$ cat src/pkg/reader_status_pkg.sv
// constants for the reader status and event register group
package reader_status_pkg;
    localparam int ADDR_W = 6;
    localparam int DATA_W = 8;
    localparam int COUNT_W = 6;
    localparam int CLASH_BYTE_W = 4;
    localparam int CLASH_BIT_W = 3;
    // ------------------------------------------------------------------
    // register offsets
    // ------------------------------------------------------------------
    localparam logic [ADDR_W-1:0] EVENT_MASK_ADDR = 6'h07;
    localparam logic [ADDR_W-1:0] EVENT_FLAGS_ADDR = 6'h08;
    localparam logic [ADDR_W-1:0] FIFO_FILL_STATUS_ADDR = 6'h09;
    localparam logic [ADDR_W-1:0] COLLISION_POSITION_ADDR = 6'h0a;
    // ------------------------------------------------------------------
    // reset values
    // ------------------------------------------------------------------
    localparam logic [DATA_W-1:0] EVENT_MASK_RST = 8'h00;
    localparam logic [DATA_W-1:0] EVENT_FLAGS_RST = 8'h00;
    localparam logic [DATA_W-1:0] READ_IDLE = 8'h00;
    localparam logic [COUNT_W-1:0] UNREAD_COUNT_RST = 6'h00;
    localparam logic [CLASH_BYTE_W-1:0] CLASH_BYTE_RST = 4'h0;
    localparam logic [CLASH_BIT_W-1:0] CLASH_BIT_RST = 3'h0;
    // ------------------------------------------------------------------
    // event flag bit positions
    // ------------------------------------------------------------------
    localparam int OSC_STABLE_BIT = 7;
    localparam int NFC_EVENT_BIT = 6;
    localparam int WATER_LEVEL_BIT = 5;
    localparam int RX_END_BIT = 4;
    localparam int TX_END_BIT = 3;
    localparam int CODING_ERR_BIT = 2;
    localparam int CRC_ERR_BIT = 1;
    localparam int BIT_COLLISION_BIT = 0;
    // ------------------------------------------------------------------
    // fifo status and collision field positions
    // ------------------------------------------------------------------
    localparam int UNREAD_COUNT_LSB = 2;
    localparam int OVERFLOW_BIT = 1;
    localparam int RX_ACTIVE_BIT = 0;
    localparam int CLASH_BYTE_LSB = 4;
    localparam int CLASH_BIT_LSB = 1;
    localparam logic [COUNT_W-1:0] UNREAD_COUNT_MAX = 6'h20;
endpackage

$ cat src/hw/reader_irq_fifo_status_regs.sv
// status, event and collision registers of the reader framing engine
`timescale 1ns/100ps
`default_nettype none
module reader_irq_fifo_status_regs #(
    parameter int COUNT_W = reader_status_pkg::COUNT_W
) (
    input wire logic clk,
    input wire logic nrst,
    input wire logic [reader_status_pkg::ADDR_W-1:0] regAddr,
    input wire logic regRdEn,
    input wire logic regWrEn,
    input wire logic [reader_status_pkg::DATA_W-1:0] regWrData,
    output logic [reader_status_pkg::DATA_W-1:0] regRdData,
    input wire logic setDefaultCmd,
    input wire logic clearCmd,
    input wire logic oscEnable,
    input wire logic oscStable,
    input wire logic nfcTargetDetect,
    input wire logic extFieldDetect,
    input wire logic caFieldAbort,
    input wire logic fifoAlmostFull,
    input wire logic fifoAlmostEmpty,
    input wire logic txBusy,
    input wire logic rxEndEvt,
    input wire logic txEndEvt,
    input wire logic codingErrEvt,
    input wire logic crcErrEvt,
    input wire logic bitCollisionEvt,
    input wire logic isoAMode,
    input wire logic [reader_status_pkg::CLASH_BYTE_W-1:0] clashByteCount,
    input wire logic [reader_status_pkg::CLASH_BIT_W-1:0] clashBitCount,
    input wire logic [COUNT_W-1:0] fifoUnread,
    input wire logic fifoPushWhenFull,
    input wire logic tagMsgStart,
    input wire logic tagMsgEnd,
    output logic irqOutPin
);
    // ------------------------------------------------------------------
    // register decode
    // ------------------------------------------------------------------
    logic rdFlags;
    logic wrMask;
    logic clearAll;
    logic [reader_status_pkg::DATA_W-1:0] eventSet;
    logic [reader_status_pkg::DATA_W-1:0] eventFlags_reg;
    logic [reader_status_pkg::DATA_W-1:0] eventFlags_next;
    logic [reader_status_pkg::DATA_W-1:0] waterLevelMask_reg;
    logic [COUNT_W-1:0] unreadCount_reg;
    logic overflow_reg;
    logic rxActive_reg;
    logic [reader_status_pkg::CLASH_BYTE_W-1:0] clashBytes_reg;
    logic [reader_status_pkg::CLASH_BIT_W-1:0] clashBits_reg;
    logic oscStableDly_reg;
    logic fieldDly_reg;
    logic [reader_status_pkg::DATA_W-1:0] fifoStatusView;
    logic [reader_status_pkg::DATA_W-1:0] collisionView;

    // access strobes
    assign rdFlags = regRdEn && (regAddr == reader_status_pkg::EVENT_FLAGS_ADDR);
    assign wrMask = regWrEn && (regAddr == reader_status_pkg::EVENT_MASK_ADDR);
    assign clearAll = setDefaultCmd || clearCmd;

    // ------------------------------------------------------------------
    // event sources
    // ------------------------------------------------------------------
    // edge detectors for level sources
    always_ff @(posedge clk or negedge nrst) begin
        if (!nrst) begin
            oscStableDly_reg <= 1'b0;
            fieldDly_reg <= 1'b0;
        end else begin
            oscStableDly_reg <= oscStable;
            fieldDly_reg <= extFieldDetect;
        end
    end

    // one-cycle set requests per flag
    always_comb begin
        eventSet = reader_status_pkg::EVENT_FLAGS_RST;
        eventSet[reader_status_pkg::OSC_STABLE_BIT] =
            oscEnable && oscStable && !oscStableDly_reg;
        eventSet[reader_status_pkg::NFC_EVENT_BIT] =
            (nfcTargetDetect && !oscEnable && extFieldDetect && !fieldDly_reg)
            || caFieldAbort;
        eventSet[reader_status_pkg::WATER_LEVEL_BIT] =
            (fifoAlmostFull && rxActive_reg)
            || (fifoAlmostEmpty && txBusy);
        eventSet[reader_status_pkg::RX_END_BIT] = rxEndEvt;
        eventSet[reader_status_pkg::TX_END_BIT] = txEndEvt;
        eventSet[reader_status_pkg::CODING_ERR_BIT] = codingErrEvt;
        eventSet[reader_status_pkg::CRC_ERR_BIT] = crcErrEvt;
        eventSet[reader_status_pkg::BIT_COLLISION_BIT] = bitCollisionEvt && isoAMode;
    end

    // ------------------------------------------------------------------
    // event flags, clear on read
    // ------------------------------------------------------------------
    // read clears, but a set in the same cycle survives
    always_comb begin
        if (setDefaultCmd || rdFlags) begin
            eventFlags_next = eventSet;
        end else begin
            eventFlags_next = eventFlags_reg | eventSet;
        end
    end

    always_ff @(posedge clk or negedge nrst) begin
        if (!nrst) begin
            eventFlags_reg <= reader_status_pkg::EVENT_FLAGS_RST;
        end else begin
            eventFlags_reg <= eventFlags_next;
        end
    end

    // mask register, written by host
    always_ff @(posedge clk or negedge nrst) begin
        if (!nrst) begin
            waterLevelMask_reg <= reader_status_pkg::EVENT_MASK_RST;
        end else if (setDefaultCmd) begin
            waterLevelMask_reg <= reader_status_pkg::EVENT_MASK_RST;
        end else if (wrMask) begin
            waterLevelMask_reg <= regWrData;
        end
    end

    // interrupt from unmasked flags
    assign irqOutPin = |(eventFlags_reg & ~waterLevelMask_reg);

    // ------------------------------------------------------------------
    // fifo status
    // ------------------------------------------------------------------
    // mirror of the unread byte count, saturated at UNREAD_COUNT_MAX
    always_ff @(posedge clk or negedge nrst) begin
        if (!nrst) begin
            unreadCount_reg <= reader_status_pkg::UNREAD_COUNT_RST;
        end else if (clearAll) begin
            unreadCount_reg <= reader_status_pkg::UNREAD_COUNT_RST;
        end else if (fifoUnread > reader_status_pkg::UNREAD_COUNT_MAX) begin
            unreadCount_reg <= reader_status_pkg::UNREAD_COUNT_MAX;
        end else begin
            unreadCount_reg <= fifoUnread;
        end
    end

    // sticky overflow, set wins over clear
    always_ff @(posedge clk or negedge nrst) begin
        if (!nrst) begin
            overflow_reg <= 1'b0;
        end else if (fifoPushWhenFull) begin
            overflow_reg <= 1'b1;
        end else if (clearAll) begin
            overflow_reg <= 1'b0;
        end
    end

    // reception active between message start and end
    always_ff @(posedge clk or negedge nrst) begin
        if (!nrst) begin
            rxActive_reg <= 1'b0;
        end else if (tagMsgStart) begin
            rxActive_reg <= 1'b1;
        end else if (tagMsgEnd || clearAll) begin
            rxActive_reg <= 1'b0;
        end
    end

    // ------------------------------------------------------------------
    // collision position
    // ------------------------------------------------------------------
    // capture position of an iso a collision
    always_ff @(posedge clk or negedge nrst) begin
        if (!nrst) begin
            clashBytes_reg <= reader_status_pkg::CLASH_BYTE_RST;
            clashBits_reg <= reader_status_pkg::CLASH_BIT_RST;
        end else if (bitCollisionEvt && isoAMode) begin
            clashBytes_reg <= clashByteCount;
            clashBits_reg <= clashBitCount;
        end else if (clearAll) begin
            clashBytes_reg <= reader_status_pkg::CLASH_BYTE_RST;
            clashBits_reg <= reader_status_pkg::CLASH_BIT_RST;
        end
    end

    // ------------------------------------------------------------------
    // read data
    // ------------------------------------------------------------------
    // assemble read views
    always_comb begin
        fifoStatusView = reader_status_pkg::READ_IDLE;
        fifoStatusView[reader_status_pkg::UNREAD_COUNT_LSB +: COUNT_W] = unreadCount_reg;
        fifoStatusView[reader_status_pkg::OVERFLOW_BIT] = overflow_reg;
        fifoStatusView[reader_status_pkg::RX_ACTIVE_BIT] = rxActive_reg;
        collisionView = reader_status_pkg::READ_IDLE; // unused bit reads zero
        collisionView[reader_status_pkg::CLASH_BYTE_LSB +: reader_status_pkg::CLASH_BYTE_W] =
            clashBytes_reg;
        collisionView[reader_status_pkg::CLASH_BIT_LSB +: reader_status_pkg::CLASH_BIT_W] =
            clashBits_reg;
    end

    // registered read data, one cycle after the strobe
    always_ff @(posedge clk or negedge nrst) begin
        if (!nrst) begin
            regRdData <= reader_status_pkg::READ_IDLE;
        end else if (regRdEn) begin
            unique case (regAddr)
                reader_status_pkg::EVENT_MASK_ADDR: regRdData <= waterLevelMask_reg;
                reader_status_pkg::EVENT_FLAGS_ADDR: regRdData <= eventFlags_reg;
                reader_status_pkg::FIFO_FILL_STATUS_ADDR: regRdData <= fifoStatusView;
                reader_status_pkg::COLLISION_POSITION_ADDR: regRdData <= collisionView;
                default: regRdData <= reader_status_pkg::READ_IDLE;
            endcase
        end
    end
endmodule
`default_nettype wire

$ cat config.mk
export PLATFORM = sky130hd
export DESIGN_NAME = reader_irq_fifo_status_regs
export DESIGN_NICKNAME = d
export VERILOG_FILES = /design/src/pkg/reader_status_pkg.sv /design/src/hw/reader_irq_fifo_status_regs.sv
export SDC_FILE = /design/constraint.sdc
export NUM_CORES = 1
export LEC_CHECK = 0
export BUFFER_PORTS_ARGS = -buffer_cell sky130_fd_sc_hd__buf_2
export CAP_MARGIN = 25
export CELL_PAD_IN_SITES_DETAIL_PLACEMENT = 0
export CELL_PAD_IN_SITES_GLOBAL_PLACEMENT = 1
export CORE_UTILIZATION = 41
export DETAILED_ROUTE_END_ITERATION = 10
export GPL_TIMING_DRIVEN = 0
export PLACE_DENSITY_LB_ADDON = 0.1
export SLEW_MARGIN = 5
export SYNTH_ARGS = -nofsm -noshare
export SYNTH_HDL_FRONTEND = slang
export SYNTH_SLANG_ARGS = --single-unit
export TNS_END_PERCENT = 10
$ cat constraint.sdc
create_clock -name clk -period 2.1 [get_ports clk]
set_clock_uncertainty 0.1 [all_clocks]
set_input_delay 0.21 -clock clk [delete_from_list [all_inputs] [get_ports clk]]
set_output_delay 0.21 -clock clk [all_outputs]
set_load 0.005 [all_outputs]
==> flow_summary.toml, run 1 <==
[finish]
layout.area.seq_mm2 = 0.00103
fill_cells = 400
layout-drive-gt1-share_pct = 28.6
multi_input_area_um2 = 721
diodes = 0
areaGrowthSynthToFinish_pct = 30.3
layout.nets = 304
final_util_pct = 55.5

[sta]
fin_crit_sh_pct = 89.0
drv_slew = 0
hold_viol_final = 0
tns_ps = 0
fin_hold_ws_ps = 14.3
min_period_ps = 1870
worst_pin_slew_ps = 781
rsz0062_at_grt = "false"
setup_viol = 0
fmax_ghz = 0.535
maxSlewHeadroom_pct = 47.3

[worst_setup_path]
r2r_end = "regRdData[6]"
worst_setup_path_end_kind = "output port"
cp-start-kind = "flip-flop"
cp.arrival_ps = 1560
slowest_delay_ps = 530
crit_chain = "inv_1, o22ai_1, or4_1, buf_2"
critical_path_class = "flip-flop to output port"
crit_end = "irqOutPin"
rrSetupSlack_ps = 700
required_ps = 1790
cp_slowest_cell = "or4_1"
startpoint = "eventFlags_reg[6]"
reg2reg_from = "eventFlags_reg[6]"
ff2ff_path_depth = 4
crit_fanout = 2

[route]
drtIter0Drc = 101
antenna_left = 0
drcViolationCount = 0
wirelength_um = 4410
num_vias = 1603
avgRoutedWirePerCell_um = 14.4
firstDrtPassIters = 4
via_per_inst = 5.22

[clocking]
clock_latency_ps = 290
cts_tree = "done"
numCtsBuffers = 5
h-tree-depth = 2
clk_path_buf_depth = 2
cts.clk_slew.worst_paths_ps = 80
cts_setup_buffers = 0
root_buffer = "clkbuf_8"
ctsResizeCount = 0
clock_sinks = 41

[global_route]
grt_pass1_wl_um = 7160
antenna_found_initial = 0
grt_overflow = 0
grt_max_degree = 42
grt.total_usage_pct = 19.0
grt_pass1_vias = 1511

[floorplan]
dieHeight_um = 69.3
rows = 24
pin_count = 59
initial_core_util_pct = 42.6
die_area_mm2 = 0.00480
die_w_um = 69.3
coreArea_mm2 = 0.00435

[synth]
avgSynthCellArea_um2 = 10.2
synth_cells = 182
ys.warnings.count = 0
syn_area_mm2 = 0.00186
async_flop_share_pct = 100
synth.most_common_cell = "dfrtp_1"
yosysSeqAreaShare_pct = 55.3
ys.flop_type = "dfrtp_1"
synthTopCellsByCount = "dfrtp_1 (41), nand2_1 (34), inv_1 (12), nand3_1 (10), a21oi_1 (9)"
ys_types = 31
netlist.area_leader.share_pct = 55.3
synth_nets = 232
ys_ff_latch = 41
synth.area.top_cells = "dfrtp_1 (55%), nand2_1 (6.9%), a22o_1 (3.3%), a22oi_1 (3.2%), a221oi_1 (2.8%)"
synth_edf_count = 0
synth_top_area_cell = "dfrtp_1"

[worst_hold_path]
hold_depth = 2
worstHoldPathType = "primary input to flip-flop"

[power]
clkPwrFrac_pct = 39.2
p_leak_nw = 1.20
pwr_density_cell_mw_per_mm2 = 690
switchingPower_mw = 0.376
irDropWorstVdd_uv = 422
power_mw = 1.67
combPwrFrac_pct = 10.8
p_seq_share_pct = 50.0
switching_share_pct = 22.5
intPower_mw = 1.29

[run]
cap_violations = 0

[placement]
port_buffers = 56
place_congestion = 0.800
hpwl_um = 3280

[status]
status = "complete, no violations"
[placed cells by master, fill, tap and decap left out, types with 8 or more instances in the layout]
| cell type | count |
|---|---|
| a21oi_1 | 9 |
| a22oi_1 | 8 |
| and2_1 | 8 |
| buf_2 | 56 |
| dfrtp_1 | 41 |
| dlygate4sd3_1 | 8 |
| inv_1 | 12 |
| nand2_1 | 34 |
| nand3_1 | 10 |
| o21ai_0 | 8 |
[metal layers]
layer  GRT usage, %  part of all wire, %  vias to the layer above
met1           26.0                   47                      749
met5              0                    0                        -
li1               -                    -                      794
met4           4.99                  1.0                        0
met3           4.36                  5.0                        7
met2           30.5                   47                       53
[worst min path at each step]
stage	from	to	slack (ps)
floorplan	nrst	clashBits_reg[0]	-190
global placement	extFieldDetect	fieldDly_reg	230
detailed placement	extFieldDetect	fieldDly_reg	230
CTS	txEndEvt	eventFlags_reg[3]	3
global route	txEndEvt	eventFlags_reg[3]	2
finish	txEndEvt	eventFlags_reg[3]	10
[cells by family after synthesis]
kind of cell	synth area share, %
AO/OA/AOI/OAI	21.3
buffers and inverters	5.93
AND/OR/NAND/NOR	17.5
flip-flops	55.3
[layout make-up]
class	instances	share of cell area, %
buffer	10	2.69
sequential	41	42.4
tap	52	2.69
multi-input combinational	119	29.8
timing repair buffer	65	15.7
inverter	12	1.86
clock inverter	1	1.24
clock buffer	7	3.57
[critical path, delay by kind of cell, from the launching register on]
| kind | cells | cell delay [ps] |
|---|---|---|
| AOI/OAI and AO/OA | 1 | 90 |
| DFF | 1 | 380 |
| and+or+nand+nor | 1 | 530 |
| buffers and inverters | 2 | 260 |
[power by group through the flow]
stage / Sequential, mW / Clock, mW / Combinational [mW]
CTS: 0.834 / 0.662 / 0.179
floorplan: 0.845 / 0 / 0.0781
finish: 0.834 / 0.655 / 0.181
detailed placement: 0.850 / 0 / 0.168
global placement: 0.849 / 0 / 0.167
global route: 0.838 / 0.703 / 0.201
[stage by stage]
| stage | cell area (µm²) | worst slack [ps] | std cells |
|---|---|---|---|
| floorplan | 1860 | 602 | 182 |
| global placement | 2200 | 372 | 290 |
| detailed placement | 2200 | 360 | 290 |
| CTS | 2400 | 215 | 306 |
| global route | 2420 | 151 | 307 |
| finish | 2420 | 231 | 307 |
[timing repair]
item                                   4_1_cts  5_1_grt
hold buffers                                 8        0
endpoints found under the hold margin       48        0
setup endpoints to repair                    0        0
No activity file was read; power rests on OpenSTA's default activity.
==> inputs of run 2 (changes only) <==
- CORE_UTILIZATION: 41 -> 38
- MAX_ROUTING_LAYER: not set -> met4
- clock period: 2.1 -> 1.86 ns (I/O delays scaled with it)
==> run 2 against run 1 <==
  * Sequential power up 13%
  * Sequential share of layout area down 1.6 points
  * Core utilization down 2.4 points
  * Flip-flop and latch count unchanged
  * Global-route usage up 1.1 points
  * Register-to-register slack worse by 170 ps
  * Non-clock buffer count up 8
  * Critical path depth unchanged
==> flow_summary.toml, run 2 (same netlist as run 1, synthesis figures left out) <==
[worst_setup_path]
worst_setup_path_end_kind = "output port"
critPathBufInv = 2
critical_path_class = "flip-flop to output port"
cp_slowest_cell = "or4_1"
cp.arrival_ps = 1520
crit_family = "simple AND/OR/NAND/NOR gates"
crit_chain = "inv_1, o22ai_1, or4_1, buf_2"
cp-start-kind = "flip-flop"
required_ps = 1570
slowest_delay_ps = 520
crit_fanout = 2

[global_route]
grt_pass1_vias = 1516
antenna_found_initial = 0
grt_overflow = 0
grt_pass1_wl_um = 7580
grt.total_usage_pct = 20.1
grt_max_degree = 42

[sta]
hold_viol_final = 0
worst_pin_slew_ps = 860
fmax_ghz = 0.553
min_period_ps = 1810
fin_crit_sh_pct = 97.2
fin_hold_ws_ps = 13.7
worst_slack_ps = 51.9
rsz0062_at_grt = "false"
setup_viol = 0
tns_ps = 0
maxSlewHeadroom_pct = 41.9
drv_slew = 0

[route]
via_per_inst = 4.92
firstDrtPassIters = 4
drtIter0Drc = 124
drcViolationCount = 0
wirelength_um = 4570
num_vias = 1624
avgRoutedWirePerCell_um = 13.8
antenna_left = 0

[floorplan]
die_area_mm2 = 0.00517
coreArea_mm2 = 0.00472
initial_core_util_pct = 39.3
rows = 25
pin_count = 59
die_w_um = 71.9
dieHeight_um = 71.9

[placement]
hpwl_um = 3340
port_buffers = 56
post-place-ws_ps = 108
place_congestion = 0.864

[clocking]
cts_tree = "done"
clk_path_buf_depth = 2
numCtsBuffers = 5
h-tree-depth = 2
clock_sinks = 41
clock_latency_ps = 290
root_buffer = "clkbuf_8"
cts.clk_slew.worst_paths_ps = 80

[finish]
final_cell_mix = "buf_2 (56), dfrtp_1 (41), nand2_1 (34)"
layout-drive-gt1-share_pct = 29.3
diodes = 0
areaGrowthSynthToFinish_pct = 35.3
layout.nets = 312
final_common_cell = "buf_2"

[worst_hold_path]
worstHoldPathType = "primary input to flip-flop"

[run]
cap_violations = 0

[power]
irDropWorstVdd_uv = 408
p_leak_nw = 1.23
pwr_density_cell_mw_per_mm2 = 756

[status]
status = "complete, no violations"
run 2: cell type report:
type | instances | area [µm²]
Sequential cell | 41 | 1030
Buffer | 10 | 65.1
Fill cell | 464 | 2210
Tap cell | 67 | 83.8
Clock buffer | 7 | 86.3
Timing Repair Buffer | 73 | 455
Clock inverter | 1 | 30.0
Multi-Input combinational cell | 119 | 721
Inverter | 12 | 45.0
run 2: what timing repair did:
| item | 4_1_cts | 5_1_grt |
|---|---|---|
| setup endpoints to repair | 1 | 1 |
| pin swaps | 0 | 1 |
| resized for setup | 1 | 1 |
| buffers inserted | 0 | 2 |
| hold endpoints to repair | 54 | 0 |
| hold buffers | 14 | 0 |
run 2: where the power goes:
| group | total (mW) | switching (mW) | internal (mW) |
|---|---|---|---|
| registers | 0.943 | 0.0189 | 0.924 |
| logic | 0.217 | 0.107 | 0.110 |
| clock network | 0.740 | 0.302 | 0.438 |
| total | 1.90 | 0.428 | 1.47 |
run 2: stage by stage:
| stage | util [%] | total power [mW] | area (µm²) | cells |
|---|---|---|---|---|
| 2_1_floorplan | - | 1.04 | 1860 | 182 |
| 3_3_place_gp | 47.0 | 1.15 | 2220 | 305 |
| 3_5_place_dp | 47.0 | 1.15 | 2220 | 305 |
| 4_1_cts | 52.5 | 1.91 | 2480 | 327 |
| 5_1_grt | 53.2 | 1.98 | 2510 | 330 |
| 6_report | 53.2 | 1.90 | 2510 | 330 |
run 2: layer usage:
layer  share of wire (%)  global-route usage [%]  routed length [µm]  vias to the layer above
met5                   0                       -                   0                        -
met4                0.92                    6.54                  42                        0
li1                    -                       -                   -                      807
met2                  45                    28.3                2070                       56
met1                  48                    28.7                2180                      754
met3                 6.1                    4.58                 278                        7
run 2: path summary, 6_finish.rpt:
check / to / cells after the start / slack [ps] / startpoint
min in group asynchronous: waterLevelMask_reg[0] / 2 / 210 / nrst
max in group asynchronous: unreadCount_reg[0] / 3 / 990 / nrst
worst max-delay path: irqOutPin / 4 / 50 / eventFlags_reg[7]
worst max register to register: regRdData[6] / 4 / 530 / eventFlags_reg[6]
worst min register to register: eventFlags_reg[7] / 1 / 350 / oscStableDly_reg
worst min-delay path: unreadCount_reg[3] / 2 / 10 / fifoUnread[3]
